==> src/hw/ldd_defs.vh <==
// constants of the capacity led display driver
`ifndef LDD_DEFS_VH
`define LDD_DEFS_VH

// ****************************************************************
// clock and timing
// ****************************************************************
`define LDD_CLK_HZ 125000000
`define LDD_MUX_HZ 100
`define LDD_MUX_CYC (`LDD_CLK_HZ / `LDD_MUX_HZ)
`define LDD_MUX_ON_PCT 30
`define LDD_SHOW_MS 4000
`define LDD_SHOW_CYC (`LDD_SHOW_MS * (`LDD_CLK_HZ / 1000))
`define LDD_BLINK_HZ 4
`define LDD_BLINK_HALF_CYC (`LDD_CLK_HZ / (2 * `LDD_BLINK_HZ))

// ****************************************************************
// scaling
// ****************************************************************
`define LDD_SEGS 5
`define LDD_FS_MV 1200
`define LDD_FINAL_DROP_MV 25
`define LDD_VSCALE 256
`define LDD_COLD_SHIFT 3

// ****************************************************************
// register map
// ****************************************************************
`define LDD_REG_THRESH 8'h00
`define LDD_REG_CHGTHR 8'h04
`define LDD_REG_STATUS 8'h08
`define LDD_REG_IRQ_STAT 8'h0C
`define LDD_REG_IRQ_MASK 8'h10
`define LDD_THRESH_RST 8'hA2
`define LDD_CHGTHR_RST 16'h0002

// status fields
`define LDD_ST_SHOW 0
`define LDD_ST_FIRST 1
`define LDD_ST_FINAL 2
`define LDD_ST_CHG 3
`define LDD_ST_MODE_LO 4
`define LDD_ST_PAT_LO 8
`define LDD_ST_TEMP_COMPENSATED_CHARGE_LO 16

// interrupt bits
`define LDD_IRQ_FIRST 0
`define LDD_IRQ_FINAL 1
`define LDD_IRQ_TIMEOUT 2
`define LDD_IRQ_W 3

`endif

==> src/hw/ldd_sync.v <==
// three-stage input synchroniser with agreement filter
`timescale 1ns/1ps
module ldd_sync #(
  parameter W = 2
) (
  // clock and reset
  input wire clk,
  input wire reset_n,
  // asynchronous input and filtered result
  input wire [W-1:0] din,
  output reg [W-1:0] dout
);

  reg [W-1:0] s1_r;
  reg [W-1:0] s2_r;
  reg [W-1:0] s3_r;

  always @(posedge clk)
  begin
    if (!reset_n)
    begin
      s1_r <= {W{1'b0}};
      s2_r <= {W{1'b0}};
      s3_r <= {W{1'b0}};
      dout <= {W{1'b0}};
    end
    else
    begin
      s1_r <= din;
      s2_r <= s1_r;
      s3_r <= s2_r;
      if (s2_r == s3_r)
        dout <= s3_r;
    end
  end

endmodule

==> src/hw/ldd_top.v <==
// capacity led bar driver with apb registers
//
// The implementer's own choices: register access over APB and the register addresses.
`timescale 1ns/1ps
`include "ldd_defs.vh"
module ldd_top #(
  parameter MUX_CYC = `LDD_MUX_CYC,
  parameter SHOW_CYC = `LDD_SHOW_CYC,
  parameter BLINK_HALF_CYC = `LDD_BLINK_HALF_CYC
) (
  // clock and reset
  input wire clk,
  input wire reset_n,
  // apb slave
  input wire psel,
  input wire penable,
  input wire pwrite,
  input wire [7:0] paddr,
  input wire [31:0] pwdata,
  output reg [31:0] prdata,
  output reg pready,
  output reg pslverr,
  // display request pin, sensed as two comparator levels
  input wire display_request_input_req_high,
  input wire display_request_input_req_low,
  // gauge values from the same clock domain
  input wire [15:0] charge_sense,
  input wire [7:0] battery_voltage,
  input wire [7:0] learned_full_capacity,
  input wire [7:0] rate_compensated_charge,
  input wire temp_below_10c,
  // led pins
  output reg [4:0] led_segment_outputs,
  output reg led_common_drive,
  output reg led_common_oe_n,
  // shown value and interrupt
  output reg [7:0] temp_compensated_charge,
  output reg irq
);

  localparam MUX_ON_CYC = (MUX_CYC * `LDD_MUX_ON_PCT) / 100;
  localparam MUX_HALF_CYC = MUX_CYC / 2;

  // timed-show states
  localparam ST_IDLE = 3'b001;
  localparam ST_SHOW = 3'b010;
  localparam ST_HOLD = 3'b100;

  // ****************************************************************
  // registers and state
  // ****************************************************************
  reg [7:0] empty_threshold_setting_r;
  reg [15:0] charge_detect_threshold_r;
  reg [`LDD_IRQ_W-1:0] irq_stat_r;
  reg [`LDD_IRQ_W-1:0] irq_mask_r;
  reg first_empty_flag_r;
  reg final_empty_flag_r;
  reg charging_r;
  reg [4:0] pattern_r;
  reg [2:0] state_r;
  reg [2:0] state_nxt;
  reg [31:0] show_cnt_r;
  reg [31:0] mux_cnt_r;
  reg [31:0] blink_cnt_r;
  reg blink_on_r;
  reg show_r;
  reg timeout_ev;
  reg [4:0] pattern_nxt;
  reg [4:0] bank_mask;
  reg show_nxt;
  reg [31:0] rd_data;
  reg rd_ok;
  integer k;

  wire [1:0] req_sync;
  wire req_high = req_sync[1];
  wire req_low = req_sync[0] & ~req_sync[1];
  wire req_float = ~req_sync[0] & ~req_sync[1];
  wire apb_done = psel & penable & pready;
  wire apb_wr = apb_done & pwrite;

  // ****************************************************************
  // request pin synchronisation
  // ****************************************************************
  ldd_sync #(
    .W(2)
  ) u_req_sync (
    .clk(clk),
    .reset_n(reset_n),
    .din({display_request_input_req_high, display_request_input_req_low}),
    .dout(req_sync)
  );

  // ****************************************************************
  // compensation, trip points and segment count
  // ****************************************************************
  wire [7:0] cold_loss = rate_compensated_charge >> `LDD_COLD_SHIFT;
  wire [7:0] temp_compensated_charge_nxt = temp_below_10c ? (rate_compensated_charge - cold_loss)
                                       : rate_compensated_charge;
  wire [18:0] vsb_mv = battery_voltage * 11'd`LDD_FS_MV;
  wire [18:0] first_empty_flag_mv = empty_threshold_setting_r * 11'd`LDD_FS_MV;
  wire [18:0] drop_mv = 19'd`LDD_FINAL_DROP_MV * 19'd`LDD_VSCALE;
  wire [10:0] temp_compensated_charge_x5 = {1'b0, temp_compensated_charge, 2'b00}
                        + {3'b000, temp_compensated_charge};

  always @*
  begin
    // segment k lights when 5*charge exceeds k*capacity
    pattern_nxt = 5'b0_0000;
    for (k = 0; k < `LDD_SEGS; k = k + 1)
      pattern_nxt[k] = (temp_compensated_charge_x5 > k[2:0] * {3'b000, learned_full_capacity});
  end

  always @(posedge clk)
  begin
    if (!reset_n)
    begin
      temp_compensated_charge <= 8'h00;
      first_empty_flag_r <= 1'b0;
      final_empty_flag_r <= 1'b0;
      charging_r <= 1'b0;
      pattern_r <= 5'b0_0000;
    end
    else
    begin
      // only the shown copy is derated; the charge inputs stay untouched
      temp_compensated_charge <= temp_compensated_charge_nxt;
      first_empty_flag_r <= (battery_voltage < empty_threshold_setting_r);
      final_empty_flag_r <= (first_empty_flag_mv > drop_mv) && (vsb_mv < first_empty_flag_mv - drop_mv);
      charging_r <= ($signed(charge_sense) > $signed(charge_detect_threshold_r));
      pattern_r <= pattern_nxt;
    end
  end

  // ****************************************************************
  // display request modes
  // ****************************************************************
  always @*
  begin
    state_nxt = state_r;
    timeout_ev = 1'b0;
    case (state_r)
      ST_IDLE:
        if (req_low)
          state_nxt = ST_SHOW;
      ST_SHOW:
        if (!req_low && !req_float && req_high)
          state_nxt = ST_IDLE;
        else if (show_cnt_r >= SHOW_CYC - 1)
        begin
          timeout_ev = 1'b1;
          state_nxt = req_low ? ST_HOLD : ST_IDLE;
        end
      ST_HOLD:
        if (!req_low)
          state_nxt = ST_IDLE;
      default:
        state_nxt = ST_IDLE;
    endcase
  end

  always @*
  begin
    if (final_empty_flag_r || req_high)
      show_nxt = 1'b0;
    else if (req_float)
      show_nxt = charging_r;
    else
      show_nxt = (state_r == ST_SHOW);
  end

  always @(posedge clk)
  begin
    if (!reset_n)
    begin
      state_r <= ST_IDLE;
      show_cnt_r <= 32'h0000_0000;
      show_r <= 1'b0;
    end
    else
    begin
      state_r <= state_nxt;
      show_cnt_r <= (state_r == ST_SHOW) ? show_cnt_r + 32'h0000_0001 : 32'h0000_0000;
      show_r <= show_nxt;
    end
  end

  // ****************************************************************
  // bank multiplexing and low-battery blink
  // ****************************************************************
  always @(posedge clk)
  begin
    if (!reset_n)
    begin
      mux_cnt_r <= 32'h0000_0000;
      blink_cnt_r <= 32'h0000_0000;
      blink_on_r <= 1'b1;
    end
    else
    begin
      mux_cnt_r <= (mux_cnt_r >= MUX_CYC - 1) ? 32'h0000_0000
                                              : mux_cnt_r + 32'h0000_0001;
      if (!first_empty_flag_r)
      begin
        blink_cnt_r <= 32'h0000_0000;
        blink_on_r <= 1'b1;
      end
      else if (blink_cnt_r >= BLINK_HALF_CYC - 1)
      begin
        blink_cnt_r <= 32'h0000_0000;
        blink_on_r <= ~blink_on_r;
      end
      else
        blink_cnt_r <= blink_cnt_r + 32'h0000_0001;
    end
  end

  always @*
  begin
    bank_mask = 5'b0_0000;
    if (mux_cnt_r < MUX_ON_CYC)
      bank_mask = 5'b1_0101;
    else if (mux_cnt_r >= MUX_HALF_CYC && mux_cnt_r < MUX_HALF_CYC + MUX_ON_CYC)
      bank_mask = 5'b0_1010;
  end

  wire [4:0] shown_pat = first_empty_flag_r ? {pattern_r[4:1], blink_on_r}
                                            : pattern_r;

  always @(posedge clk)
  begin
    if (!reset_n)
    begin
      led_segment_outputs <= 5'b0_0000;
      led_common_drive <= 1'b0;
      led_common_oe_n <= 1'b1;
    end
    else
    begin
      led_segment_outputs <= show_r ? (shown_pat & bank_mask) : 5'b0_0000;
      led_common_drive <= show_r && (bank_mask != 5'b0_0000);
      led_common_oe_n <= !(show_r && (bank_mask != 5'b0_0000));
    end
  end

  // ****************************************************************
  // apb registers and interrupt
  // ****************************************************************
  always @*
  begin
    rd_ok = 1'b1;
    rd_data = 32'h0000_0000;
    case (paddr)
      `LDD_REG_THRESH:
        rd_data[7:0] = empty_threshold_setting_r;
      `LDD_REG_CHGTHR:
        rd_data[15:0] = charge_detect_threshold_r;
      `LDD_REG_STATUS:
      begin
        rd_data[`LDD_ST_SHOW] = show_r;
        rd_data[`LDD_ST_FIRST] = first_empty_flag_r;
        rd_data[`LDD_ST_FINAL] = final_empty_flag_r;
        rd_data[`LDD_ST_CHG] = charging_r;
        rd_data[`LDD_ST_MODE_LO + 1 -: 2] = {req_low, req_high};
        rd_data[`LDD_ST_PAT_LO + 4 -: 5] = pattern_r;
        rd_data[`LDD_ST_TEMP_COMPENSATED_CHARGE_LO + 7 -: 8] = temp_compensated_charge;
      end
      `LDD_REG_IRQ_STAT:
        rd_data[`LDD_IRQ_W-1:0] = irq_stat_r;
      `LDD_REG_IRQ_MASK:
        rd_data[`LDD_IRQ_W-1:0] = irq_mask_r;
      default:
        rd_ok = 1'b0;
    endcase
  end

  reg first_empty_flag_q;
  reg final_empty_flag_q;
  wire [`LDD_IRQ_W-1:0] irq_ev = {timeout_ev,
                                  final_empty_flag_r & ~final_empty_flag_q,
                                  first_empty_flag_r & ~first_empty_flag_q};
  wire [`LDD_IRQ_W-1:0] irq_clr = (apb_wr && paddr == `LDD_REG_IRQ_STAT)
                                  ? pwdata[`LDD_IRQ_W-1:0] : {`LDD_IRQ_W{1'b0}};

  always @(posedge clk)
  begin
    if (!reset_n)
    begin
      empty_threshold_setting_r <= `LDD_THRESH_RST;
      charge_detect_threshold_r <= `LDD_CHGTHR_RST;
      irq_stat_r <= {`LDD_IRQ_W{1'b0}};
      irq_mask_r <= {`LDD_IRQ_W{1'b0}};
      first_empty_flag_q <= 1'b0;
      final_empty_flag_q <= 1'b0;
      prdata <= 32'h0000_0000;
      pready <= 1'b0;
      pslverr <= 1'b0;
      irq <= 1'b0;
    end
    else
    begin
      first_empty_flag_q <= first_empty_flag_r;
      final_empty_flag_q <= final_empty_flag_r;
      // one wait state: pready rises in the second access cycle
      pready <= psel & penable & ~pready;
      pslverr <= psel & penable & ~pready & ~rd_ok;
      prdata <= (psel & penable & ~pready & ~pwrite) ? rd_data : 32'h0000_0000;
      if (apb_wr && paddr == `LDD_REG_THRESH)
        empty_threshold_setting_r <= pwdata[7:0];
      if (apb_wr && paddr == `LDD_REG_CHGTHR)
        charge_detect_threshold_r <= pwdata[15:0];
      if (apb_wr && paddr == `LDD_REG_IRQ_MASK)
        irq_mask_r <= pwdata[`LDD_IRQ_W-1:0];
      // a new event wins over a same-cycle clear
      irq_stat_r <= (irq_stat_r & ~irq_clr) | irq_ev;
      irq <= |(irq_stat_r & irq_mask_r);
    end
  end

endmodule

==> config.mk <==
export PLATFORM = sky130hd
export DESIGN_NAME = ldd_top
export DESIGN_NICKNAME = d
export VERILOG_FILES = /design/src/hw/ldd_sync.v /design/src/hw/ldd_top.v
export VERILOG_INCLUDE_DIRS = /design/src /design/src/hw
export SDC_FILE = /design/constraint.sdc
export NUM_CORES = 1
export LEC_CHECK = 0
export BUFFER_PORTS_ARGS = -buffer_cell sky130_fd_sc_hd__buf_2
export CORE_ASPECT_RATIO = 0.75
export CORE_MARGIN = 2
export CORE_UTILIZATION = 45
export CTS_CLUSTER_DIAMETER = 120
export DETAILED_ROUTE_END_ITERATION = 7
export GPL_ROUTABILITY_DRIVEN = 0
export PLACE_DENSITY = 0.75
export SYNTH_ARGS = -nofsm -noshare
export SYNTH_HDL_FRONTEND = slang
export SYNTH_HIERARCHICAL = 1
export SYNTH_SLANG_ARGS = --single-unit
==> constraint.sdc <==
create_clock -name clk -period 11.4 [get_ports clk]
set_input_delay 0.57 -clock clk [delete_from_list [all_inputs] [get_ports clk]]
set_output_delay 0.57 -clock clk [all_outputs]
set_load 0.02 [all_outputs]
Yosys cells after proc, flatten, opt, wreduce, memory -nomap -nowiden. Index checks and enable logic that the tools add are counted.

$add $sub $neg: 6. Multiply operators: 3. Order comparisons: 15. Equal/unequal tests: 11. Mux-type cells: 20. Bitwise operators: 25. Reduce and logical (&&, ||, !) cells: 27.

Operator list (number): $add 32x1->32 const B (3); $ge 32x20->1 const B (1); $ge 32x21->1 const B (1); $ge 32x24->1 const B (1); $ge 32x29->1 const B (1); $lt 32x19->1 const B (1); $lt 32x20->1 const B (1); $mul 8x7->15 const B (2); $gt 11x10->1 (2); $gt 19x13->1 const B (1); $lt 19x19->1 (1); $sub 19x13->19 const B (1); $mux 3 (6); $pmux 3 s3 (2); $eq 8x4->1 const B (2); $gt 16x16->1 (1); $pmux 3 s5 (1); $add 10x8->11 (1); $gt 11x1->1 const B (1); $gt 11x8->1 (1); $gt 11x9->1 (1); $and 1x1->1 (10); $mul 2x8->10 const A (1); $not 1->1 (10); other kinds (30) (54).

Flip-flop bits (word level): 199. Input port bits: 88. Output and inout bits: 50. Logic and storage cells: 138.

Logic depth before layout (Yosys ltp).
Depth after elaboration: 8. Depth in mapped cells: 23.

Cells and area by module. Netlist, hierarchy kept.

Modules (own cells, without submodules): ldd_top (instances 1, cells an instance 1323, area each 11651.2 µm², sequential area each 3663.5 µm²); ldd_sync (instances 1, cells an instance 25, area each 271.5 µm², sequential area each 160.2 µm²).

Least setup slack after synthesis. Ideal clock, no wire load.

Path kind: register to register. From: register empty_threshold_setting_r[4]. To: register final_empty_flag_r. Setup time: 0.126 ns. Arrival time: 4.786 ns. Required time: 11.274 ns. Setup slack: 6.488 ns. Stages on the path, launching flop included: 21. Path buffers: 0. Clock period less this slack: 4.912 ns. Cells stage by stage: dfxtp_1 ha_1 ha_1 inv_1 fa_1 fa_1 inv_1 ha_1 and3_1 and4b_1 or3_4 or4_2 xor2_1 ha_1 nand2_1 nor3_1 o21ai_0 o211ai_1 a31oi_1 o21ai_0 a31oi_1.

Word-level cells in the longest chain between the ends: 4. Elaborated cells on any way between the ends: 5. Classes of those cells: add/sub (1); mul (1); order compare (2); reduce/logical (1).

RTL lines: start: declaration (line ldd_top.v:52) `reg [7:0] empty_threshold_setting_r;`; start signal: assignment (line ldd_top.v:289) `` empty_threshold_setting_r <= `LDD_THRESH_RST; ``; start signal: assignment (line ldd_top.v:309) `empty_threshold_setting_r <= pwdata[7:0];`; $mul 8x7->15 (no line) *; $sub 19x13->19 (line ldd_top.v:129) `final_empty_flag_r <= (first_empty_flag_mv > drop_mv) && (vsb_mv < first_empty_flag_mv - drop_mv);`; $lt 19x19->1 (line ldd_top.v:129); $logic_and 1x1->1 * (line ldd_top.v:129); end signal: assignment (line ldd_top.v:129); end: declaration (line ldd_top.v:57) `reg final_empty_flag_r;`.

Mark *: on every way between the ends. The rest lies on a longest branch, timed or not. A chain may end at the register's enable or synchronous reset.

Worst setup path after layout.
From: register empty_threshold_setting_r[6]. To: register final_empty_flag_r.

Same word-level chain as after synthesis.

==> impl_metrics.py <==
metrics = {
    "run_status": {
        "status": "finished clean",
    },
    "clock_tree": {
        "cts_resized": 0,
        "clockRootBuffer": "clkbuf_16",
        "cts_sinks": 191,
        "cts_tree": "done",
        "insertion_delay_ns": 0.45,
        "cts_buffer_depth": 2,
        "cts_hold_buf": 0,
        "clk_pin_slew_ns": 0.08,
        "numCtsBuffers": 17,
        "cts_setup_buffers": 0,
        "htreeDepth": 4,
    },
    "floorplan": {
        "fp.dieW_um": 192,
        "io_pins": 138,
        "die_h_um": 145,
        "rows": 51,
        "start_util": 0.459,
        "fp.dieArea_um2": 27800,
        "core_area_um2": 26000,
    },
    "sta": {
        "fmax_ghz": 0.183,
        "rsz0062_at_grt": "no",
        "timing.setup.tns_ns": 0,
        "setup_violations": 0,
        "relSlewSlack": 0.319,
        "skew_ns": 0.0125,
        "slew_viol_final": 0,
        "worst_pin_slew_ns": 1.02,
        "finalCritPeriodShare": 0.480,
        "fin_crit_ns": 5.47,
        "hold_violations": 0,
    },
    "run": {
        "cap_violations": 0,
    },
    "critical_path": {
        "r2r_end": "final_empty_flag_r",
        "critPathRequiredTime_ns": 11.70,
        "critPathKind": "reg -> reg",
        "end_kind": "flop",
        "r2r_setup_slack_ns": 5.93,
        "crit_fanout": 6,
        "worstRegToRegCells": 21,
        "start_kind": "flop",
        "worstReg2RegStart": "empty_threshold_setting_r[6]",
        "critPathArrivalTime_ns": 5.77,
    },
    "yosys": {
        "synthAdderAreaFrac": 0.207,
        "synth_largest_area_cell": "dfxtp_1",
        "synth_most_common_cell": "dfxtp_1",
        "ys_warn_count": 6,
        "async_flop_share": 0,
        "synth_xor_area_frac": 0.0830,
        "syn_avg_cell_area_um2": 8.84,
        "synth_top_family_by_area": "adder cells",
        "synth.area.top_cells": "dfxtp_1 32%, ha_1 18%, xor2_1 4.4%, nor2_1 4.0%, xnor2_1 3.9%",
        "synth_mux_area_frac": 0.0122,
        "synth_commonest_cells": "191 x dfxtp_1, 170 x ha_1, 128 x nor2_1",
        "synth_edf_count": 0,
        "yosys.area_share.simple": 0.196,
        "ys.flop_type": "dfxtp_1",
        "ys_types": 70,
        "synth_top_area_frac": 0.321,
        "synth_area_um2": 11900,
        "ys_ff_latch": 191,
        "synth_cells": 1348,
        "synth-compound-area-share": 0.131,
        "ys_seq_area_frac": 0.321,
    },
    "pwr": {
        "ir_worst_vdd_mv": 0.105,
        "power_leakage_nw": 5.94,
        "switching_power_w": 0.000481,
        "switching_share": 0.299,
        "power.density_nw_per_um2": 119,
        "p_seq_frac": 0.432,
        "power_frac_clock": 0.374,
        "power_frac_comb": 0.194,
        "internal_power_w": 0.00113,
    },
    "min_path": {
        "hp-start": "display_request_input_req_low",
        "min-delay-path-class": "in -> reg",
        "worstHoldEndpoint": "u_req_sync/s1_r[0]",
        "hold_depth": 2,
    },
    "drt": {
        "drt-pass1-iter-count": 5,
        "wl_um": 26200,
        "ant_nets": 0,
        "via_per_inst": 5.20,
        "drt_iter0_markers": 470,
        "wl_per_cell_um": 14.3,
        "drc": 0,
        "vias": 9518,
    },
    "grt": {
        "grt_overflow": 0,
        "gr-usage-all-layers": 0.194,
        "grt_max_degree": 55,
        "antenna_found_initial": 4,
        "grt_pass1_vias": 9073,
        "grt_first_pass_wirelength_um": 44000,
    },
    "layout": {
        "nets": 1744,
        "area_delta_synth_final_pct": 13.1,
        "drive_above_1_share": 0.112,
        "utilization": 0.519,
        "n_fill_cell": 2405,
    },
    "placement": {
        "hpwl_um": 20600,
        "io_buffers": 113,
    },
}
==> stage by stage <==
step	area, um^2	setup WS [ns]	power (W)	std cells	hold WS (ns)
floorplan	12000	6.49	0.000939	1374	0.412
finish	13500	5.93	0.00161	1829	0.325
global route	13500	5.61	0.00170	1827	0.315
CTS	13500	5.96	0.00162	1826	0.310
detailed placement	12900	6.00	0.00102	1794	0.438
global placement	12900	6.12	0.00101	1794	0.431
==> cells by family after synthesis <==
logic type               count (synthesis)
AO/OA/AOI/OAI                          232
flip-flops                             191
AND/OR/NAND/NOR                        458
XOR/XNOR                               113
other                                    1
buffers and inverters                  152
adder cells (fa/ha/maj)                187
multiplexers                            14
==> critical path, stage by stage, from the launching register on <==
cell and delay (ns):
dfxtp_1 0.50, ha_1 0.30, ha_1 0.27, inv_1 0.05, fa_1 0.49, fa_1 0.52, inv_1 0.04, ha_1 0.33
o21a_1 0.16, o21ai_0 0.08, a32oi_1 0.36, xor2_1 0.21, or4_2 0.67, xor2_1 0.17, ha_1 0.31, nand2_1 0.09
nor3_1 0.24, o21ai_0 0.12, o211ai_1 0.11, a31oi_1 0.06, o21ai_0 0.18, a31oi_1 0.09
==> power groups by stage <==
stage	sequential (W)	clock, W	combinational (W)
after global placement	0.000709	0	0.000298
after detailed placement	0.000709	0	0.000310
after floorplan	0.000707	0	0.000232
after global routing	0.000695	0.000640	0.000361
final	0.000693	0.000602	0.000311
after CTS	0.000693	0.000615	0.000313
==> sequential cells by signal, summed over array words and instances (netlist names), 2 cells and up <==
signal,flops
blink_cnt_r,32
charge_detect_threshold_r,16
empty_threshold_setting_r,8
irq_mask_r,3
irq_stat_r,3
led_segment_outputs,5
mux_cnt_r,32
pattern_r,5
prdata,24
show_cnt_r,32
state_r,3
temp_compensated_charge,8
u_req_sync/dout,2
u_req_sync/s1_r,2
u_req_sync/s2_r,2
u_req_sync/s3_r,2
==> per-layer routing <==
layer | vias up | track usage | wire length, um
li1 | 4888 | - | -
met3 | 37 | 0.0404 | 1440
met1 | 4377 | 0.273 | 13000
met2 | 212 | 0.300 | 11200
met4 | 4 | 0.0565 | 480
met5 | - | 0 | 21
==> area by class of cell <==
class,instances,area [um^2],share of cell area
multi-input cells,1031,7610,0.564
flip-flops and latches,191,3820,0.284
repair buffers,114,573,0.0425
well taps,344,430,0.0319
inverters,114,428,0.0317
clock buffers,17,425,0.0316
clock inverters,15,184,0.0136
diodes,3,7.51,0.000557
==> cell usage in the layout, fill, tap and decap left out, types with 27 or more instances in the layout <==
master / instances
a21oi_1: 44
and2_1: 39
buf_2: 113
conb_1: 27
dfxtp_1: 191
ha_1: 170
inv_1: 114
nand2_1: 95
nand3_1: 36
nor2_1: 128
nor2b_1: 28
o21ai_0: 43
xnor2_1: 53
xor2_1: 60
==> worst max-delay path by stage <==
stage	startpoint	endpoint	cells past startpoint
floorplan	empty_threshold_setting_r[4]	final_empty_flag_r	20
global placement	empty_threshold_setting_r[4]	final_empty_flag_r	21
finish	empty_threshold_setting_r[6]	final_empty_flag_r	21
global route	empty_threshold_setting_r[5]	final_empty_flag_r	22
detailed placement	empty_threshold_setting_r[4]	final_empty_flag_r	21
CTS	empty_threshold_setting_r[6]	final_empty_flag_r	21
Power figures use the tool's default switching activity.
